$ cat src/rtl/prs_pkg.sv
// shared constants and carriers for the port read-back self-test block
package prs_pkg;

  // register byte offsets on the wishbone slave
  localparam logic [7:0] OFS_DATA   = 8'h00;
  localparam logic [7:0] OFS_DIR    = 8'h04;
  localparam logic [7:0] OFS_FSEL   = 8'h08;
  localparam logic [7:0] OFS_UNLOCK = 8'h0C;
  localparam logic [7:0] OFS_WAKE   = 8'h10;
  localparam logic [7:0] OFS_CHAN   = 8'h14;
  localparam logic [7:0] OFS_BITOP  = 8'h18;
  localparam logic [7:0] OFS_STAT   = 8'h1C;
  localparam logic [7:0] OFS_MASK   = 8'h20;
  localparam logic [7:0] OFS_RSTPIN = 8'h24;

  // reset values
  localparam logic [7:0]  RST_DATA   = 8'hFF;
  localparam logic [7:0]  RST_DIR    = 8'hFF;
  localparam logic [15:0] RST_FSEL   = 16'h0000;
  localparam logic [7:0]  RST_UNLOCK = 8'h00;
  localparam logic [7:0]  RST_ZERO8  = 8'h00;
  localparam logic [2:0]  RST_CHAN   = 3'h0;
  localparam logic [2:0]  RST_STAT   = 3'h0;

  // key that turns read-back mode on (binary 11001010)
  localparam logic [7:0] UNLOCK_KEY = 8'hCA;

  // bit-operation command fields
  localparam int BITOP_IDX_LSB = 0;
  localparam int BITOP_SET_POS = 3;
  localparam int BITOP_DIR_POS = 4;

  // status and mask bit positions
  localparam int ST_WAKE  = 0;
  localparam int ST_MODE  = 1;
  localparam int ST_BITOP = 2;

  // per-pin function selection codes
  typedef enum logic [1:0] {
    PRS_FN_GPIO   = 2'h0,
    PRS_FN_OUTFN  = 2'h1,
    PRS_FN_SERIAL = 2'h2,
    PRS_FN_ANALOG = 2'h3
  } prs_fn_e;

  // configuration and levels of one pin
  typedef struct packed {
    prs_fn_e fsel;
    logic    dir;
    logic    latch;
    logic    pin;
    logic    rst_pin;
  } prs_pin_cfg_s;

  // wishbone request as seen by the slave
  typedef struct packed {
    logic        cyc;
    logic        stb;
    logic        we;
    logic [7:0]  adr;
    logic [3:0]  sel;
    logic [31:0] dat;
  } prs_wb_req_s;

endpackage : prs_pkg

$ cat src/rtl/prs_pin_cell.sv
// read-back value and analog switch of a single port pin
`timescale 1ns/10ps
module prs_pin_cell (
  input  wire prs_pkg::prs_pin_cfg_s cfg_i,
  input  wire logic                  mode_i,
  input  wire logic                  chan_hit_i,
  output logic                       rd_bit_o,
  output logic                       ana_close_o
);

  // value returned by a port read for this pin
  always_comb begin
    if (mode_i) begin
      rd_bit_o = cfg_i.pin;
    end else if (cfg_i.rst_pin) begin
      rd_bit_o = 1'b0;
    end else begin
      case (cfg_i.fsel)
        prs_pkg::PRS_FN_GPIO:   rd_bit_o = cfg_i.dir ? cfg_i.pin
                                                     : cfg_i.latch;
        prs_pkg::PRS_FN_OUTFN:  rd_bit_o = cfg_i.dir ? 1'b0
                                                     : cfg_i.latch;
        prs_pkg::PRS_FN_SERIAL: rd_bit_o = cfg_i.dir ? cfg_i.pin
                                                     : cfg_i.latch;
        default:                rd_bit_o = 1'b0;
      endcase
    end
  end

  // forced path lets the pin's own digital output be converted
  always_comb begin
    ana_close_o = (cfg_i.fsel == prs_pkg::PRS_FN_ANALOG)
                | (mode_i & chan_hit_i);
  end

endmodule : prs_pin_cell

$ cat src/rtl/prs_port_readback.sv
// port a read-back, self-test analog path, bit ops and wake-up
//
// Decided for this implementation: the register offsets and the Wishbone slave port.
`timescale 1ns/10ps
module prs_port_readback (
  input  wire logic        clk_i,
  input  wire logic        rst_i,
  input  wire logic        wb_cyc_i,
  input  wire logic        wb_stb_i,
  input  wire logic        wb_we_i,
  input  wire logic [7:0]  wb_adr_i,
  input  wire logic [3:0]  wb_sel_i,
  input  wire logic [31:0] wb_dat_i,
  output logic      [31:0] wb_dat_o,
  output logic             wb_ack_o,
  input  wire logic [7:0]  pin_i,
  output logic      [7:0]  pin_o,
  output logic      [7:0]  pin_oe_o,
  output logic      [7:0]  ana_sw_o,
  output logic             readback_mode_active_o,
  input  wire logic        sleep_i,
  output logic             wake_o,
  output logic             irq_o
);

  typedef enum logic [1:0] {
    PRS_IDLE,
    PRS_READ,
    PRS_WRITE
  } prs_state_e;

  // bus request carrier and per-pin configuration
  prs_pkg::prs_wb_req_s req;
  prs_pkg::prs_pin_cfg_s [7:0] cfg;

  // bus sequencer state
  prs_state_e  state;
  prs_state_e  next_state;

  // software-visible port registers
  logic [7:0]  port_data_register;
  logic [7:0]  next_port_data_register;
  logic [7:0]  port_direction_control;
  logic [7:0]  next_port_direction_control;
  logic [15:0] fsel;
  logic [15:0] next_fsel;
  logic [7:0]  read_port_unlock;
  logic [7:0]  next_read_port_unlock;
  logic [7:0]  wake_en;
  logic [7:0]  next_wake_en;
  logic [2:0]  adc_chan;
  logic [2:0]  next_adc_chan;
  logic [7:0]  rst_pin_mask;
  logic [7:0]  next_rst_pin_mask;

  // sticky status and interrupt mask
  logic [2:0]  status;
  logic [2:0]  next_status;
  logic [2:0]  irq_mask;
  logic [2:0]  next_irq_mask;

  // bit-operation command and operand
  logic [4:0]  bitop_cmd;
  logic [4:0]  next_bitop_cmd;
  logic [7:0]  bitop_opnd;
  logic [7:0]  next_bitop_opnd;

  // previous pin levels for edge detect
  logic [7:0]  pin_q;

  // next values of the registered outputs
  logic [31:0] next_wb_dat;
  logic        next_wb_ack;
  logic [7:0]  next_pin_oe;
  logic [7:0]  next_ana_sw;
  logic        next_mode;
  logic        next_wake;
  logic        next_irq;

  // combinational helpers
  logic [7:0]  port_rd;
  logic [7:0]  ana_close;
  logic [7:0]  fall;
  logic        acc;
  logic        wr;
  logic        rd;
  logic [2:0]  ev;
  logic [7:0]  bit_mask;
  logic        bitop_done;

  // bundle the bus request so decode reads one carrier
  assign req = '{cyc: wb_cyc_i, stb: wb_stb_i, we: wb_we_i,
                 adr: wb_adr_i, sel: wb_sel_i, dat: wb_dat_i};

  // per-pin read multiplexer and analog switch
  genvar g;
  generate
    for (g = 0; g < 8; g++) begin : g_pin
      assign cfg[g] = '{fsel:    prs_pkg::prs_fn_e'(fsel[2*g +: 2]),
                        dir:     port_direction_control[g],
                        latch:   port_data_register[g],
                        pin:     pin_i[g],
                        rst_pin: rst_pin_mask[g]};
      prs_pin_cell u_cell (
        .cfg_i       (cfg[g]),
        .mode_i      (readback_mode_active_o),
        .chan_hit_i  (adc_chan == 3'(g)),
        .rd_bit_o    (port_rd[g]),
        .ana_close_o (ana_close[g])
      );
    end
  endgenerate

  // one access per request; ack high cycle keeps a held stb from repeating
  assign acc = req.cyc & req.stb & ~wb_ack_o & (state == PRS_IDLE);
  assign wr  = acc & req.we;
  assign rd  = acc & ~req.we;
  assign fall = pin_q & ~pin_i;
  assign bit_mask = 8'h01 << bitop_cmd[2:0];

  // register map, byte offsets, fields in the low bits:
  //   00 port data: write sets the latch, read gives the port read
  //   04 direction, 1 = input
  //   08 function select, two bits a pin
  //   0C unlock key
  //   10 wake-up enable per pin
  //   14 converter channel
  //   18 bit operation: [2:0] bit, [3] set, [4] direction
  //   1C status, cleared by a read
  //   20 interrupt mask
  //   24 reset-pin mask, such pins read 0 outside read-back mode
  //   unmapped offsets are answered, read 0 and ignore writes
  // a bit operation holds its answer until the byte is written back
  // status events in the cycle of a status read keep their bits

  // register file, bus answer and bit-operation sequencer
  always_comb begin
    next_state                  = state;
    next_port_data_register     = port_data_register;
    next_port_direction_control = port_direction_control;
    next_fsel                   = fsel;
    next_read_port_unlock       = read_port_unlock;
    next_wake_en                = wake_en;
    next_adc_chan               = adc_chan;
    next_rst_pin_mask           = rst_pin_mask;
    next_irq_mask               = irq_mask;
    next_bitop_cmd              = bitop_cmd;
    next_bitop_opnd             = bitop_opnd;
    next_wb_ack                 = 1'b0;
    next_wb_dat                 = 32'h0000_0000;
    bitop_done                  = 1'b0;
    // idle takes requests; read and write run a bit operation
    case (state)
      PRS_IDLE: begin
        if (wr && req.adr == prs_pkg::OFS_BITOP) begin
          // ack held back until the write-back is done; without the low byte lane it is given at once
          if (req.sel[0]) begin
            next_bitop_cmd = req.dat[4:0];
            next_state     = PRS_READ;
          end else begin
            next_wb_ack = 1'b1;
          end
        end else if (acc) begin
          next_wb_ack = 1'b1;
        end
        // plain register writes on the low byte lane
        if (wr && req.sel[0]) begin
          if (req.adr == prs_pkg::OFS_DATA) begin
            next_port_data_register = req.dat[7:0];
          end else if (req.adr == prs_pkg::OFS_DIR) begin
            next_port_direction_control = req.dat[7:0];
          end else if (req.adr == prs_pkg::OFS_FSEL) begin
            next_fsel[7:0] = req.dat[7:0];
          end else if (req.adr == prs_pkg::OFS_UNLOCK) begin
            next_read_port_unlock = req.dat[7:0];
          end else if (req.adr == prs_pkg::OFS_WAKE) begin
            next_wake_en = req.dat[7:0];
          end else if (req.adr == prs_pkg::OFS_CHAN) begin
            next_adc_chan = req.dat[2:0];
          end else if (req.adr == prs_pkg::OFS_MASK) begin
            next_irq_mask = req.dat[2:0];
          end else if (req.adr == prs_pkg::OFS_RSTPIN) begin
            next_rst_pin_mask = req.dat[7:0];
          end
        end
        // upper select byte rides on its own lane
        if (wr && req.sel[1] && req.adr == prs_pkg::OFS_FSEL) begin
          next_fsel[15:8] = req.dat[15:8];
        end
        // read multiplexer, zero for unmapped offsets
        if (rd) begin
          // data offset reads the port, as the core's port read does
          if (req.adr == prs_pkg::OFS_DATA) begin
            next_wb_dat[7:0] = port_rd;
          end else if (req.adr == prs_pkg::OFS_DIR) begin
            next_wb_dat[7:0] = port_direction_control;
          end else if (req.adr == prs_pkg::OFS_FSEL) begin
            next_wb_dat[15:0] = fsel;
          end else if (req.adr == prs_pkg::OFS_UNLOCK) begin
            next_wb_dat[7:0] = read_port_unlock;
          end else if (req.adr == prs_pkg::OFS_WAKE) begin
            next_wb_dat[7:0] = wake_en;
          end else if (req.adr == prs_pkg::OFS_CHAN) begin
            next_wb_dat[2:0] = adc_chan;
          end else if (req.adr == prs_pkg::OFS_BITOP) begin
            next_wb_dat[4:0] = bitop_cmd;
          end else if (req.adr == prs_pkg::OFS_STAT) begin
            next_wb_dat[2:0] = status;
          end else if (req.adr == prs_pkg::OFS_MASK) begin
            next_wb_dat[2:0] = irq_mask;
          end else if (req.adr == prs_pkg::OFS_RSTPIN) begin
            next_wb_dat[7:0] = rst_pin_mask;
          end
        end
      end
      PRS_READ: begin
        // whole port or direction byte is read first; on data, stray pin levels get written back
        if (bitop_cmd[prs_pkg::BITOP_DIR_POS]) begin
          next_bitop_opnd = port_direction_control;
        end else begin
          next_bitop_opnd = port_rd;
        end
        next_state = PRS_WRITE;
      end
      PRS_WRITE: begin
        // change the one bit, write the whole byte back and answer on the same edge
        if (bitop_cmd[prs_pkg::BITOP_SET_POS]) begin
          next_bitop_opnd = bitop_opnd | bit_mask;
        end else begin
          next_bitop_opnd = bitop_opnd & ~bit_mask;
        end
        if (bitop_cmd[prs_pkg::BITOP_DIR_POS]) begin
          next_port_direction_control = next_bitop_opnd;
        end else begin
          next_port_data_register = next_bitop_opnd;
        end
        bitop_done            = 1'b1;
        next_wb_ack           = 1'b1;
        next_state            = PRS_IDLE;
      end
      default: begin
        // unused encoding falls back to idle
        next_state = PRS_IDLE;
      end
    endcase
  end

  // derived pin, analog and mode levels
  always_comb begin
    next_mode = (next_read_port_unlock == prs_pkg::UNLOCK_KEY);
    // latch keeps its all-ones reset, so a new output drives high
    next_pin_oe = ~next_port_direction_control;
    for (int i = 0; i < 8; i++) begin
      if (next_rst_pin_mask[i]
          || next_fsel[2*i +: 2] == prs_pkg::PRS_FN_ANALOG) begin
        next_pin_oe[i] = 1'b0;
      end
    end
    next_ana_sw = ana_close;
  end

  // wake, sticky status and interrupt level
  always_comb begin
    next_wake = sleep_i & |(fall & wake_en);
    ev = 3'h0;
    ev[prs_pkg::ST_WAKE]  = next_wake;
    ev[prs_pkg::ST_MODE]  = next_mode & ~readback_mode_active_o;
    ev[prs_pkg::ST_BITOP] = bitop_done;
    // a read clears status, but an event in the same cycle wins
    next_status = status;
    if (rd && req.adr == prs_pkg::OFS_STAT) begin
      next_status = 3'h0;
    end
    next_status = next_status | ev;
    next_irq = |(next_status & next_irq_mask);
  end

  // state registers; reset values make every pin an input
  always_ff @(posedge clk_i) begin
    if (rst_i) begin
      state                  <= PRS_IDLE;
      // configuration registers
      port_data_register     <= prs_pkg::RST_DATA;
      port_direction_control <= prs_pkg::RST_DIR;
      fsel                   <= prs_pkg::RST_FSEL;
      read_port_unlock       <= prs_pkg::RST_UNLOCK;
      wake_en                <= prs_pkg::RST_ZERO8;
      adc_chan               <= prs_pkg::RST_CHAN;
      rst_pin_mask           <= prs_pkg::RST_ZERO8;
      // status and bit-operation state
      status                 <= prs_pkg::RST_STAT;
      irq_mask               <= prs_pkg::RST_STAT;
      bitop_cmd              <= 5'h00;
      bitop_opnd             <= prs_pkg::RST_ZERO8;
      pin_q                  <= prs_pkg::RST_ZERO8;
      // bus answer and registered outputs
      wb_dat_o               <= 32'h0000_0000;
      wb_ack_o               <= 1'b0;
      pin_o                  <= prs_pkg::RST_DATA;
      pin_oe_o               <= prs_pkg::RST_ZERO8;
      ana_sw_o               <= prs_pkg::RST_ZERO8;
      readback_mode_active_o <= 1'b0;
      wake_o                 <= 1'b0;
      irq_o                  <= 1'b0;
    end else begin
      state                  <= next_state;
      // configuration registers
      port_data_register     <= next_port_data_register;
      port_direction_control <= next_port_direction_control;
      fsel                   <= next_fsel;
      read_port_unlock       <= next_read_port_unlock;
      wake_en                <= next_wake_en;
      adc_chan               <= next_adc_chan;
      rst_pin_mask           <= next_rst_pin_mask;
      // status and bit-operation state
      status                 <= next_status;
      irq_mask               <= next_irq_mask;
      bitop_cmd              <= next_bitop_cmd;
      bitop_opnd             <= next_bitop_opnd;
      pin_q                  <= pin_i; // previous level for falling edge
      // bus answer and registered outputs
      wb_dat_o               <= next_wb_dat;
      wb_ack_o               <= next_wb_ack;
      pin_o                  <= next_port_data_register;
      pin_oe_o               <= next_pin_oe;
      ana_sw_o               <= next_ana_sw;
      readback_mode_active_o <= next_mode;
      wake_o                 <= next_wake;
      irq_o                  <= next_irq;
    end
  end

endmodule : prs_port_readback

$ cat config.mk
export PLATFORM = sky130hd
export DESIGN_NAME = prs_port_readback
export DESIGN_NICKNAME = d
export VERILOG_FILES = /design/src/rtl/prs_pkg.sv /design/src/rtl/prs_pin_cell.sv /design/src/rtl/prs_port_readback.sv
export SDC_FILE = /design/constraint.sdc
export NUM_CORES = 1
export LEC_CHECK = 0
export BUFFER_PORTS_ARGS = -buffer_cell sky130_fd_sc_hd__buf_2
export CORE_ASPECT_RATIO = 1.25
export CORE_MARGIN = 8
export CORE_UTILIZATION = 55
export CTS_CLUSTER_DIAMETER = 150
export DETAILED_ROUTE_END_ITERATION = 16
export PLACE_DENSITY = 0.81
export SLEW_MARGIN = 20
export SYNTH_ARGS = -nofsm -noshare
export SYNTH_HDL_FRONTEND = slang
export SYNTH_SLANG_ARGS = --single-unit
$ cat constraint.sdc
create_clock -name clk_i -period 6.97 [get_ports clk_i]
set_clock_uncertainty 0.1 [all_clocks]
set_input_delay 0.3485 -clock clk_i [delete_from_list [all_inputs] [get_ports clk_i]]
set_output_delay 0.3485 -clock clk_i [all_outputs]
set_load 0.05 [all_outputs]
==> impl_metrics.toml <==
[critical_path]
r2r_end = "pin_oe_o[3]"
cp-start-kind = "flop"
crit_path_end_kind = "flop"
crit_path_max_incr_delay_ns = 0.74
crit_slowest_cell = "or3_1"
path_class = "flop to flop"
reg2regPathDepth = 7
r2r_setup_slack_ns = 3.72
reg2reg_from = "state[1]"
crit_arrival_ns = 3.44
cp_max_fo = 8
cp.required_ns = 7.16
path_cells = "inv_1 > ha_1 > and4b_1 > nand3_1 > or3_1 > mux2_2 > nor4_1"

[min_path]
hold_depth = 3
hold_path_class = "input port to flop"
hold_path_end = "fsel[11]"
hold_start = "wb_dat_i[11]"

[drt]
post_drt_wl_per_cell_um = 22.0
drt_wl_total_um = 19900
first_iter_violations = 515
vias_per_cell = 6.30
first_pass_iters = 8
route.detailed.drc = 0
postRouteAntennaNets = 0
vias = 5697

[timing]
grt_setup_unrepaired = "false"
finalHoldViolCount = 0
max-slew-margin-rel_pct = 35.7
fin_tns_setup_ns = 0
fin_crit_ns = 3.25
finalSetupViolCount = 0
finalCritPeriodShare_pct = 46.6
slew_violations = 0
hold_slack_ns = 0.0789
tightestPinTransition_ns = 0.963
fmax_ghz = 0.308

[global_route]
antenna_found_initial = 0
grt_max_degree = 52
grt_pass1_wl_um = 30900
grtUsageTotal_pct = 27.7
overflow = 0
grt_pass1_vias = 5669

[synth]
synth-xor-area-share_pct = 0
ys_seq_elements = 124
yosysTopAreaCell = "dfxtp_1"
yosys_warnings = 0
synthAdderAreaFrac_pct = 0.842
yosysUniqueCellTypes = 64
ys_seq_area_share_pct = 41.8
synth_top_family_by_area = "simple AND/OR/NAND/NOR gates"
synthesis.area_um2 = 5940
synth_mux_area_share_pct = 9.35
synthArstFlopShare_pct = 0
synth-compound-area-share_pct = 16.6
avgSynthCellArea_um2 = 8.45
ys_top_cells_by_area = "dfxtp_1 42%, mux2i_1 8.6%, nand2_1 5.4%"
ys.flop_type = "dfxtp_1"
synthSimpleGateAreaFrac_pct = 24.5
postSynthCellCount = 703
synth_top_area_share_pct = 41.8
synth_edf_count = 0

[clocking]
htreeDepth = 4
cts.clk_slew.worst_paths_ns = 0.06
cts_tree = "built"
cts_buffers = 17
ctsResizeCount = 0
clock_latency_ns = 0.42
clkSinkCount = 124
cts_buffer_depth = 2
cts_setup_buffers = 0
cts_root_buffer = "clkbuf_16"
cts_hold_buf = 0

[final_layout]
layout.nets = 821
drive_gt1_share_pct = 18.3
num_antenna_cells = 0
reg_top3 = "fsel (16), wb_dat_o (16)"
fin_area_um2 = 6900
fillCellCount = 903
syn_to_final_growth_pct = 16.1
instances_no_fill = 904

[power]
cellPowerDensity_nw_per_um2 = 250
clkPwrFrac_pct = 52.9
power.switching_uw = 432
p_leak_nw = 2.85
p_sw_share_pct = 25.1
power_frac_comb_pct = 5.7
internal-power_mw = 1.29
ir_drop_v = 0.000142
seq_power_share_pct = 41.5

[placement]
place_area_um2 = 6280
dpl.cell_count = 872
dp_hpwl_um = 14300
gp_congestion = 0.958
port_buffers = 83

[die]
die_y_um = 132
core-area_um2 = 10600
die_w_um = 109
io_pins = 118
num_rows = 42
start_util_pct = 56.2
die-area_um2 = 14400

[run]
cap_violations = 0

[outcome]
outcome = "complete, no violations"
[worst max-delay path by stage]
stage / startpoint / endpoint / depth (start not counted)
floorplan: wb_adr_i[1] / pin_oe_o[0] / 8
global placement: wb_adr_i[1] / pin_oe_o[4] / 7
detailed placement: wb_adr_i[1] / pin_oe_o[5] / 7
CTS: state[1] / pin_oe_o[3] / 7
global route: state[1] / pin_oe_o[3] / 7
finish: state[1] / pin_oe_o[3] / 7
[worst max-delay path, delay by kind of cell, from the launching register on]
kind          cells  cell delay (ns)
fa+ha+maj         1             0.36
buf+inv           1             0.11
flops             1             0.33
mux               1             0.38
simple gates      4             1.82
[layout make-up]
| cell class | count | area (um^2) | share of cell area (%) |
|---|---|---|---|
| clock buffers | 19 | 453 | 6.57 |
| clock inverters | 13 | 154 | 2.23 |
| inverters | 13 | 48.8 | 0.708 |
| multi-input cells | 512 | 3120 | 45.2 |
| flip-flops and latches | 124 | 2480 | 36.0 |
| well taps | 132 | 165 | 2.40 |
| repair buffers | 91 | 475 | 6.90 |
[cell families after synthesis]
logic type,count (synthesis)
buffers and inverters,82
muxes,55
AOI/OAI and AO/OA,150
other,1
DFF,124
and+or+nand+nor,287
adders and majority gates,4
[metal layers]
metal  GRT usage [%]  part of all wire [%]  vias to the layer above
li1                -                     -                     2578
met1            31.9                    38                     2695
met2            45.0                    48                      327
met3            5.38                   8.2                       97
met4            18.1                   6.3                        0
met5               0                     0                        -
[per-stage QoR]
step | total power, mW | setup WS, ns | utilization [%]
after global routing | 1.76 | 3.59 | 65.3
after CTS | 1.72 | 3.77 | 65.2
after global placement | 0.823 | 3.50 | 59.5
after floorplan | 0.798 | 4.33 | -
final | 1.72 | 3.72 | 65.3
after detailed placement | 0.825 | 3.45 | 59.5
[power by group through the flow]
stage	Combinational (mW)	Sequential (mW)	Clock (mW)
after CTS	0.0954	0.714	0.909
after detailed placement	0.0951	0.730	0
after floorplan	0.0678	0.730	0
after global placement	0.0938	0.730	0
final	0.0977	0.714	0.910
after global routing	0.103	0.714	0.944
[cell usage after synthesis, drive strengths merged, types with 3 or more instances]
| cell type | count |
|---|---|
| mux2i | 51 |
| nor4 | 4 |
| a211o | 3 |
| ha | 4 |
| a2111oi | 3 |
| dfxtp | 124 |
| nand3 | 30 |
| nor2 | 77 |
| nor2b | 17 |
| a221o | 4 |
| nor3 | 7 |
| or3 | 3 |
| and4bb | 3 |
| a31oi | 7 |
| o21ai | 40 |
| nor4b | 6 |
| o22ai | 3 |
| a211oi | 7 |
| a221oi | 3 |
| clkbuf | 39 |
| nand4 | 6 |
| nand2b | 5 |
| and3 | 3 |
| mux2 | 4 |
| o211ai | 10 |
| o221a | 4 |
| a32oi | 3 |
| inv | 11 |
| a21oi | 42 |
| a22o | 3 |
| nand3b | 9 |
| nand2 | 85 |
| and2 | 12 |
| buf | 30 |
| nor4bb | 3 |
| nor3b | 9 |
[cells in the final DEF (no fill, tap or decap), types with 3 or more instances in the layout]
cell | synthesis | final
a2111oi_0 | 3 | 3
a211o_1 | 3 | 3
a211oi_1 | 7 | 7
a21oi_1 | 42 | 42
a221o_1 | 4 | 4
a221oi_1 | 3 | 3
a22o_1 | 3 | 3
a31oi_1 | 7 | 7
a32oi_1 | 3 | 3
and2_1 | 12 | 12
and3_1 | 3 | 3
and4bb_2 | 3 | 3
buf_2 | 2 | 83
buf_4 | 24 | 8
clkbuf_16 | 0 | 17
conb_1 | 1 | 16
dfxtp_1 | 124 | 124
ha_1 | 4 | 4
inv_1 | 11 | 11
inv_6 | 0 | 7
mux2_2 | 4 | 4
mux2i_1 | 51 | 51
nand2_1 | 85 | 85
nand2b_1 | 5 | 5
nand3_1 | 30 | 30
nand3b_1 | 9 | 9
nand4_1 | 6 | 6
nor2_1 | 77 | 77
nor2b_1 | 17 | 17
nor3_1 | 6 | 6
nor3b_1 | 9 | 9
nor4b_1 | 6 | 6
nor4bb_1 | 3 | 3
o211ai_1 | 10 | 10
o21ai_0 | 39 | 39
o221a_2 | 4 | 4
or3_1 | 3 | 3
Power figures use the tool's default switching activity.
